$ cat src/bsda_pkg.sv
// Package: bus strobe and DMA arbiter constants and types
package bsda_pkg;

  // ------------------------------------------------------------
  // Register map
  // ------------------------------------------------------------
  localparam int             BSDA_AW       = 8;
  localparam logic [7:0]     BSDA_CTRL_OFS = 8'h00;
  localparam logic [7:0]     BSDA_STAT_OFS = 8'h04;
  localparam logic [9:0]     BSDA_CTRL_RST = 10'h003;

  // ------------------------------------------------------------
  // Control field positions
  // ------------------------------------------------------------
  localparam int BSDA_C_BR3   = 0;
  localparam int BSDA_C_BR2   = 1;
  localparam int BSDA_C_PS_RD = 2;
  localparam int BSDA_C_PS_WR = 3;
  localparam int BSDA_C_SD_RD = 4;
  localparam int BSDA_C_SD_WR = 5;
  localparam int BSDA_C_MP_RD = 6;
  localparam int BSDA_C_MP_WR = 7;
  localparam int BSDA_C_RMASK = 8;
  localparam int BSDA_C_EARLY = 9;

  // ------------------------------------------------------------
  // Synchroniser bit positions
  // ------------------------------------------------------------
  localparam int BSDA_SY_REQ  = 6;
  localparam int BSDA_SY_B3   = 5;
  localparam int BSDA_SY_B2   = 4;
  localparam int BSDA_SY_ACK  = 3;
  localparam int BSDA_SY_RDC  = 2;

  // ------------------------------------------------------------
  // Types
  // ------------------------------------------------------------
  typedef enum logic [3:0] {
    BSDA_OWN     = 4'b0001,
    BSDA_FLOAT   = 4'b0010,
    BSDA_GRANT   = 4'b0100,
    BSDA_RECLAIM = 4'b1000
  } bsda_dma_t;

  typedef struct packed {
    logic                psel;
    logic                penable;
    logic                pwrite;
    logic [BSDA_AW-1:0]  paddr;
    logic [31:0]         pwdata;
  } bsda_apb_t;

  typedef struct packed {
    logic       active;
    logic       is_read;
    logic       port16;
    logic [1:0] lanes;
    logic [1:0] datums;
  } bsda_xfer_t;

endpackage

$ cat src/bsda_top.sv
// Bus strobe generator and DMA arbiter with APB control
//
// Added by the designer: the register addresses and the APB register port.
`timescale 1ns/1ps
// Operation
// - Float bus when DMA request seen
// - Request release returns bus to processor
// - Grant asserted after bus floated
// - Early protocol: drop grant, await request release
// - Control selects condition input or strobe
// - Pin three drives coprocessor flag three
// - Pin two drives coprocessor flag two
// - Condition inputs pass two-flop synchronisers
// - Strobes enabled for reads, writes, both
// - Peripheral strobe in second transfer cycle
// - Data enable held past strobe end
// - Memory pulse low once per datum
// - Lane selects meaningful for halfword ports only
// - Lane one marks most significant byte
// - Lane zero marks least significant byte
// - Read masking keeps lane selects inactive
// - Lane pins sampled as straps in reset
// - Last flag after next-to-last datum
module bsda_top (
  input  wire logic                        clk_in,
  input  wire logic                        rst_in,
  input  wire bsda_pkg::bsda_apb_t         apb_in,
  output logic [31:0]                      prdata_out,
  output logic                             pready_out,
  output logic                             pslverr_out,
  input  wire bsda_pkg::bsda_xfer_t        xfer_in,
  input  wire logic                        reclaim_in,
  input  wire logic                        dma_request_n_in,
  output logic                             dma_grant_n_out,
  output logic                             bus_float_out,
  input  wire logic                        ack_n_in,
  input  wire logic                        read_buffer_load_enable_n_in,
  input  wire logic                        sync_branch_input_3_in,
  output logic                             sync_branch_input_3_out,
  output logic                             sync_branch_input_3_oe_out,
  input  wire logic                        sync_branch_input_2_in,
  output logic                             sync_branch_input_2_out,
  output logic                             sync_branch_input_2_oe_out,
  output logic                             coprocessor_flag_3_out,
  output logic                             coprocessor_flag_2_out,
  output logic                             memory_pulse_n_out,
  input  wire logic [1:0]                  halfword_lane_select_n_in,
  output logic [1:0]                       halfword_lane_select_n_out,
  output logic                             halfword_lane_select_oe_out,
  output logic                             last_datum_n_out,
  output logic [1:0]                       strap_out
);

  // ------------------------------------------------------------
  // State
  // ------------------------------------------------------------
  typedef struct packed {
    logic [6:0]          sync1;
    logic [6:0]          sync2;
    logic [6:0]          sync3;
    logic [1:0]          strap;
    logic [9:0]          ctrl;
    bsda_pkg::bsda_dma_t dma;
    logic                grant;
    logic                float_bus;
    logic                act_d;
    logic [1:0]          left;
    logic                pstb_n;
    logic                ext_n;
    logic                ext_hold;
    logic                mem_n;
    logic [1:0]          lane_n;
    logic                lane_oe;
    logic                last_n;
    logic                oe3;
    logic                oe2;
    logic                flag3;
    logic                flag2;
    logic                pready;
    logic                pslverr;
    logic [31:0]         prdata;
  } bsda_st_t;

  bsda_st_t s_reg;
  bsda_st_t s_next;

  function automatic logic hit(input logic [7:0] a, input logic [7:0] ofs);
    hit = (a == ofs);
  endfunction

  function automatic logic rw_en(input logic rd, input logic en_rd, input logic en_wr);
    rw_en = rd ? en_rd : en_wr;
  endfunction

  logic       req;
  logic       act;
  logic       start;
  logic       done;
  logic       setup;
  logic       mapped;
  logic       en_ps;
  logic       en_sd;
  logic       en_mp;
  logic [6:0] raw;

  // ------------------------------------------------------------
  // Next state
  // ------------------------------------------------------------
  always_comb begin
    s_next = s_reg;
    raw    = {~dma_request_n_in, sync_branch_input_3_in, sync_branch_input_2_in,
              ack_n_in, read_buffer_load_enable_n_in, halfword_lane_select_n_in};
    s_next.sync1 = raw;
    s_next.sync2 = s_reg.sync1;
    s_next.sync3 = s_reg.sync2;
    req   = s_reg.sync2[bsda_pkg::BSDA_SY_REQ];
    act   = xfer_in.active & ~s_reg.float_bus;
    start = act & ~s_reg.act_d;
    done  = act & (xfer_in.is_read ?
            (s_reg.sync3[bsda_pkg::BSDA_SY_RDC] & ~s_reg.sync2[bsda_pkg::BSDA_SY_RDC]) :
            (s_reg.sync3[bsda_pkg::BSDA_SY_ACK] & ~s_reg.sync2[bsda_pkg::BSDA_SY_ACK]));
    en_ps = rw_en(xfer_in.is_read, s_reg.ctrl[bsda_pkg::BSDA_C_PS_RD],
                  s_reg.ctrl[bsda_pkg::BSDA_C_PS_WR]);
    en_sd = rw_en(xfer_in.is_read, s_reg.ctrl[bsda_pkg::BSDA_C_SD_RD],
                  s_reg.ctrl[bsda_pkg::BSDA_C_SD_WR]);
    en_mp = rw_en(xfer_in.is_read, s_reg.ctrl[bsda_pkg::BSDA_C_MP_RD],
                  s_reg.ctrl[bsda_pkg::BSDA_C_MP_WR]);

    // DMA arbitration
    case (s_reg.dma)
      bsda_pkg::BSDA_OWN: begin
        if (req && !act) begin
          s_next.dma       = bsda_pkg::BSDA_FLOAT;
          s_next.float_bus = 1'b1;
        end
      end
      bsda_pkg::BSDA_FLOAT: begin
        s_next.dma   = bsda_pkg::BSDA_GRANT;
        s_next.grant = 1'b1;
      end
      bsda_pkg::BSDA_GRANT: begin
        if (!req) begin
          s_next.dma       = bsda_pkg::BSDA_OWN;
          s_next.grant     = 1'b0;
          s_next.float_bus = 1'b0;
        end else if (s_reg.ctrl[bsda_pkg::BSDA_C_EARLY] && reclaim_in) begin
          s_next.dma   = bsda_pkg::BSDA_RECLAIM;
          s_next.grant = 1'b0;
        end
      end
      bsda_pkg::BSDA_RECLAIM: begin
        if (!req) begin
          s_next.dma       = bsda_pkg::BSDA_OWN;
          s_next.float_bus = 1'b0;
        end
      end
      default: begin
        s_next.dma       = bsda_pkg::BSDA_OWN;
        s_next.grant     = 1'b0;
        s_next.float_bus = 1'b0;
      end
    endcase

    // Transfer strobes
    s_next.act_d  = act;
    s_next.left   = start ? xfer_in.datums :
                    ((done && s_reg.left != 2'h0) ? s_reg.left - 2'h1 : s_reg.left);
    s_next.pstb_n = ~(start & en_ps);
    s_next.ext_hold = act & en_sd;
    s_next.ext_n  = ~((act & en_sd) | s_reg.ext_hold);
    s_next.mem_n  = ~(en_mp & (start | (done & s_reg.left != 2'h0)));
    s_next.last_n = ~(act & (start ? (xfer_in.datums == 2'h0) :
                    (s_reg.left == 2'h0 || (done && s_reg.left == 2'h1))));
    if (act && xfer_in.port16 &&
        !(xfer_in.is_read && s_reg.ctrl[bsda_pkg::BSDA_C_RMASK])) begin
      s_next.lane_n = ~xfer_in.lanes;
    end else begin
      s_next.lane_n = 2'h3;
    end
    s_next.lane_oe = ~s_next.float_bus;

    // Shared pins
    s_next.oe3   = ~s_reg.ctrl[bsda_pkg::BSDA_C_BR3] & ~s_next.float_bus;
    s_next.oe2   = ~s_reg.ctrl[bsda_pkg::BSDA_C_BR2] & ~s_next.float_bus;
    s_next.flag3 = s_reg.ctrl[bsda_pkg::BSDA_C_BR3] &
                   s_reg.sync2[bsda_pkg::BSDA_SY_B3];
    s_next.flag2 = s_reg.ctrl[bsda_pkg::BSDA_C_BR2] &
                   s_reg.sync2[bsda_pkg::BSDA_SY_B2];

    // APB slave
    setup  = apb_in.psel & ~apb_in.penable;
    mapped = hit(apb_in.paddr, bsda_pkg::BSDA_CTRL_OFS) |
             hit(apb_in.paddr, bsda_pkg::BSDA_STAT_OFS);
    s_next.pready  = setup;
    s_next.pslverr = setup & ~mapped;
    s_next.prdata  = 32'h0;
    if (setup && !apb_in.pwrite && hit(apb_in.paddr, bsda_pkg::BSDA_CTRL_OFS)) begin
      s_next.prdata = {22'h0, s_reg.ctrl};
    end else if (setup && !apb_in.pwrite && hit(apb_in.paddr, bsda_pkg::BSDA_STAT_OFS)) begin
      s_next.prdata = {25'h0, act, s_reg.strap, s_reg.flag2, s_reg.flag3,
                       s_reg.float_bus, s_reg.grant};
    end
    if (apb_in.psel && apb_in.penable && s_reg.pready && apb_in.pwrite &&
        hit(apb_in.paddr, bsda_pkg::BSDA_CTRL_OFS)) begin
      s_next.ctrl = apb_in.pwdata[9:0];
    end

    // Reset, straps sampled while held
    if (rst_in) begin
      s_next          = '0;
      s_next.sync1    = raw;
      s_next.sync2    = s_reg.sync1;
      s_next.sync3    = s_reg.sync2;
      s_next.strap    = s_reg.sync2[1:0];
      s_next.ctrl     = bsda_pkg::BSDA_CTRL_RST;
      s_next.dma      = bsda_pkg::BSDA_OWN;
      s_next.pstb_n   = 1'b1;
      s_next.ext_n    = 1'b1;
      s_next.mem_n    = 1'b1;
      s_next.lane_n   = 2'h3;
      s_next.last_n   = 1'b1;
    end
  end

  always_ff @(posedge clk_in) begin
    s_reg <= s_next;
  end

  // ------------------------------------------------------------
  // Outputs
  // ------------------------------------------------------------
  assign prdata_out                  = s_reg.prdata;
  assign pready_out                  = s_reg.pready;
  assign pslverr_out                 = s_reg.pslverr;
  assign dma_grant_n_out             = ~s_reg.grant;
  assign bus_float_out               = s_reg.float_bus;
  assign sync_branch_input_3_out     = s_reg.pstb_n;
  assign sync_branch_input_3_oe_out  = s_reg.oe3;
  assign sync_branch_input_2_out     = s_reg.ext_n;
  assign sync_branch_input_2_oe_out  = s_reg.oe2;
  assign coprocessor_flag_3_out      = s_reg.flag3;
  assign coprocessor_flag_2_out      = s_reg.flag2;
  assign memory_pulse_n_out          = s_reg.mem_n;
  assign halfword_lane_select_n_out  = s_reg.lane_n;
  assign halfword_lane_select_oe_out = s_reg.lane_oe;
  assign last_datum_n_out            = s_reg.last_n;
  assign strap_out                   = s_reg.strap;
endmodule

$ cat config.mk
export PLATFORM = sky130hd
export DESIGN_NAME = bsda_top
export DESIGN_NICKNAME = d
export VERILOG_FILES = /design/src/bsda_pkg.sv /design/src/bsda_top.sv
export SDC_FILE = /design/constraint.sdc
export NUM_CORES = 1
export LEC_CHECK = 0
export ABC_AREA = 1
export BUFFER_PORTS_ARGS = -buffer_cell sky130_fd_sc_hd__buf_2
export CAP_MARGIN = 30
export CORE_UTILIZATION = 43
export CTS_CLUSTER_SIZE = 24
export DETAILED_ROUTE_END_ITERATION = 6
export PLACE_DENSITY = 0.84
export SYNTH_ARGS = -nofsm -noshare
export SYNTH_HDL_FRONTEND = slang
export SYNTH_SLANG_ARGS = --single-unit
$ cat constraint.sdc
create_clock -name clk_in -period 1.1 [get_ports clk_in]
set_clock_uncertainty 0.2 [all_clocks]
set_input_delay 0.055 -clock clk_in [delete_from_list [all_inputs] [get_ports clk_in]]
set_output_delay 0.055 -clock clk_in [all_outputs]
set_load 0.01 [all_outputs]
==> impl_metrics.ini <==
[cells_and_area]
fin_nets = 484
stdcell_area_um2 = 3640
drive_gt1_share_pct = 42.3
fillers = 460
fin_cells = 498
largest_reg_flops = 34
multi_input_area_um2 = 1100
seq_area_um2 = 1250
syn2layout_area_growth_pct = 41.5
antenna_cells = 0

[timing]
hold_viol = 14
rsz0062_at_grt = yes
fin_crit_sh_pct = 116
setup_viol = 35
max_freq_ghz = 0.782
layout_setup_ws_ns = -0.179
hold_ws_ns = -0.149
slew_viol_final = 0
fin_crit_ns = 1.28

[yosys]
synth_compound_area_share_pct = 7.16
synthAdderAreaFrac_pct = 0.974
synthCells = 310
synth_xor_area_share_pct = 0
synthMuxAreaShare_pct = 0
ys_warn_count = 0
synth-simple-area-share_pct = 24.5
avgSynthCellArea_um2 = 8.29
synth_seq_cells = 61
netlist_area_um2 = 2570
synth.distinct_cells = 29
yosysSeqAreaShare_pct = 48.3
synth_top_family_by_area = simple AND/OR/NAND/NOR gates

[routing]
wl_per_cell_um = 11.6
firstDrtPassIters = 4
totalWireLength_um = 5780
drtIter0Drc = 117
num_vias = 2294
drc_errors = 0
viasPerCell = 4.61
ant_nets = 0

[setup_path]
arrival_ns = 1.28
r2r_start = bus_float_out$_SDFF_PP0_
crit_path_end_kind = flip-flop
r2r_cells = 5
r2r_slack_ns = -0.18
crit_path_max_fanout = 4
worstPathCellList = nor2_4 > buf_4 > o21ai_2 > buf_4 > nand3_1
worstSetupPathType = flip-flop to flip-flop
r2r_end = s_reg[51]$_SDFFE_PP1P_
max_stage_delay_ns = 0.37
start_kind = flip-flop
path_common_cell = buf_4
cp.required_ns = 1.10
cp_slowest_cell = dfxtp_2

[cts]
cts_root_buf = clkbuf_8
clk_latency_ns = 0.33
cts.sinks = 61
cts_max_path_buffers = 2
htreeDepth = 3
cts.clk_slew.worst_paths_ns = 0.07
cts_tree = built
cts_buffers = 9

[global_routing]
grt_pass1_vias = 2155
grt_max_degree = 11
antenna_found_initial = 0
grt_pass1_wl_um = 9180
grt_overflow = 0
track_usage_pct = 19.3

[floorplanning]
io-pin-count = 109
die_w_um = 79.3
rows = 27
die_y_um = 79.3
initial_core_util_pct = 45.6
dieArea_um2 = 6290
design.core.area_um2 = 5640

[power]
p_leak_nw = 1.75
power.density_nw_per_um2 = 1420
vdd_drop_max_mv = 0.992

[placement]
placed_area_um2 = 2950
dp_hpwl_um = 3880
place_congestion = 0.817
io_buffers = 64
dp.cells = 448

[run_status]
violations = hold timing, setup timing
outcome = finished with violations

[min_path]
hold-path-cell-count = 4
hold_class = primary input to flip-flop
min_from = reclaim_in
holdPathEnd = s_reg[53]$_SDFFE_PP0P_

[job]
cap_violations = 0
-- area by class of cell --
cell class / count / share of cell area [%]
clock buffer: 11 / 3.89
clock inverter: 4 / 0.654
inverter: 41 / 4.23
multi-input combinational: 186 / 30.4
sequential: 61 / 34.4
tap: 72 / 2.48
timing repair buffer: 123 / 24.0
-- repair_timing --
item,in CTS,in global routing
hold buffers,26,1
endpoints found under the setup margin,32,35
gates cloned,1,0
pin swaps,19,9
buffers inserted,5,3
hold endpoints to repair,43,18
resized for setup,39,15
-- cell usage after synthesis --
master	number	area, um^2
buf_4	36	270
dfxtp_1	59	1180
nand4_1	3	18.8
conb_1	1	3.75
nand3_1	30	150
ha_1	2	25.0
nand4_4	1	21.3
a21oi_2	1	8.76
o21ai_1	1	5.00
buf_8	2	30.0
nor4_1	2	12.5
nand2_1	48	180
a21oi_1	17	85.1
nor2_2	4	25.0
inv_2	3	11.3
o2111ai_1	1	8.76
nand2_4	1	11.3
nor2_8	1	20.0
o21ai_0	14	70.1
buf_6	1	11.3
inv_1	38	143
nand2_2	1	6.26
buf_2	4	20.0
nor2_4	4	45.0
o22ai_1	1	6.26
nor3_1	1	5.00
edfxtp_1	2	60.1
nor2_1	28	105
nand3_2	3	30.0
-- critical path: cells and delay by family, from the launching register on --
family / cells / cell delay, ns
and+or+nand+nor: 2 / 0.15
DFF: 1 / 0.37
AOI/OAI and AO/OA: 1 / 0.16
buffers and inverters: 2 / 0.26
-- power breakdown --
| part | switching [mW] | internal [mW] |
|---|---|---|
| logic | 0.561 | 0.476 |
| clock network | 0.849 | 0.860 |
| registers | 0.0632 | 2.34 |
| total | 1.47 | 3.67 |
-- stage by stage --
stage	worst slack [ns]	setup TNS (ns)	power (mW)	utilization [%]
6_report	-0.179	-3.45	5.15	64.4
5_1_grt	-0.234	-5.52	5.38	64.4
4_1_cts	-0.154	-3.27	5.06	63.0
3_5_place_dp	-0.178	-3.03	3.12	52.4
3_3_place_gp	-0.153	-2.25	3.10	52.4
2_1_floorplan	-0.0781	-1.06	2.93	-
-- how the worst max path moves through the flow --
stage / slack [ns] / depth (start not counted) / endpoint / startpoint
2_1_floorplan: -0.08 / 6 / s_reg[46]$_SDFFE_PP0P_ / bus_float_out$_SDFF_PP0_
3_3_place_gp: -0.15 / 6 / halfword_lane_select_n_out[0]$_SDFF_PP1_ / bus_float_out$_SDFF_PP0_
3_5_place_dp: -0.18 / 6 / halfword_lane_select_n_out[0]$_SDFF_PP1_ / bus_float_out$_SDFF_PP0_
4_1_cts: -0.15 / 5 / s_reg[46]$_SDFFE_PP0P_ / bus_float_out$_SDFF_PP0_
5_1_grt: -0.23 / 7 / s_reg[54]$_SDFFE_PP0P_ / s_reg[53]$_SDFFE_PP0P_
6_report: -0.18 / 5 / s_reg[51]$_SDFFE_PP1P_ / bus_float_out$_SDFF_PP0_
-- cell usage in the layout, fill, tap and decap left out, drive strengths merged --
cell / n
a21oi: 18
buf: 97
clkbuf: 11
clkinv: 2
clkinvlp: 1
conb: 22
dfxtp: 59
dlygate4sd3: 26
edfxtp: 2
ha: 2
inv: 42
nand2: 50
nand3: 33
nand4: 4
nor2: 37
nor3: 1
nor4: 2
o2111ai: 1
o21ai: 15
o22ai: 1
-- layer usage --
| metal | global-route usage, % | vias to the layer above | wire length (um) |
|---|---|---|---|
| met3 | 4.48 | 13 | 327 |
| met4 | 12.2 | 0 | 103 |
| met2 | 32.7 | 82 | 3010 |
| met5 | 0 | - | 0 |
| met1 | 21.7 | 1051 | 2340 |
| li1 | - | 1148 | - |
-- logic make-up after synthesis --
logic type | after synthesis
compound gates | 35
fa+ha+maj | 2
buf+inv | 84
flops | 61
other cells | 1
simple gates | 127
No activity file was read; power rests on OpenSTA's default activity.
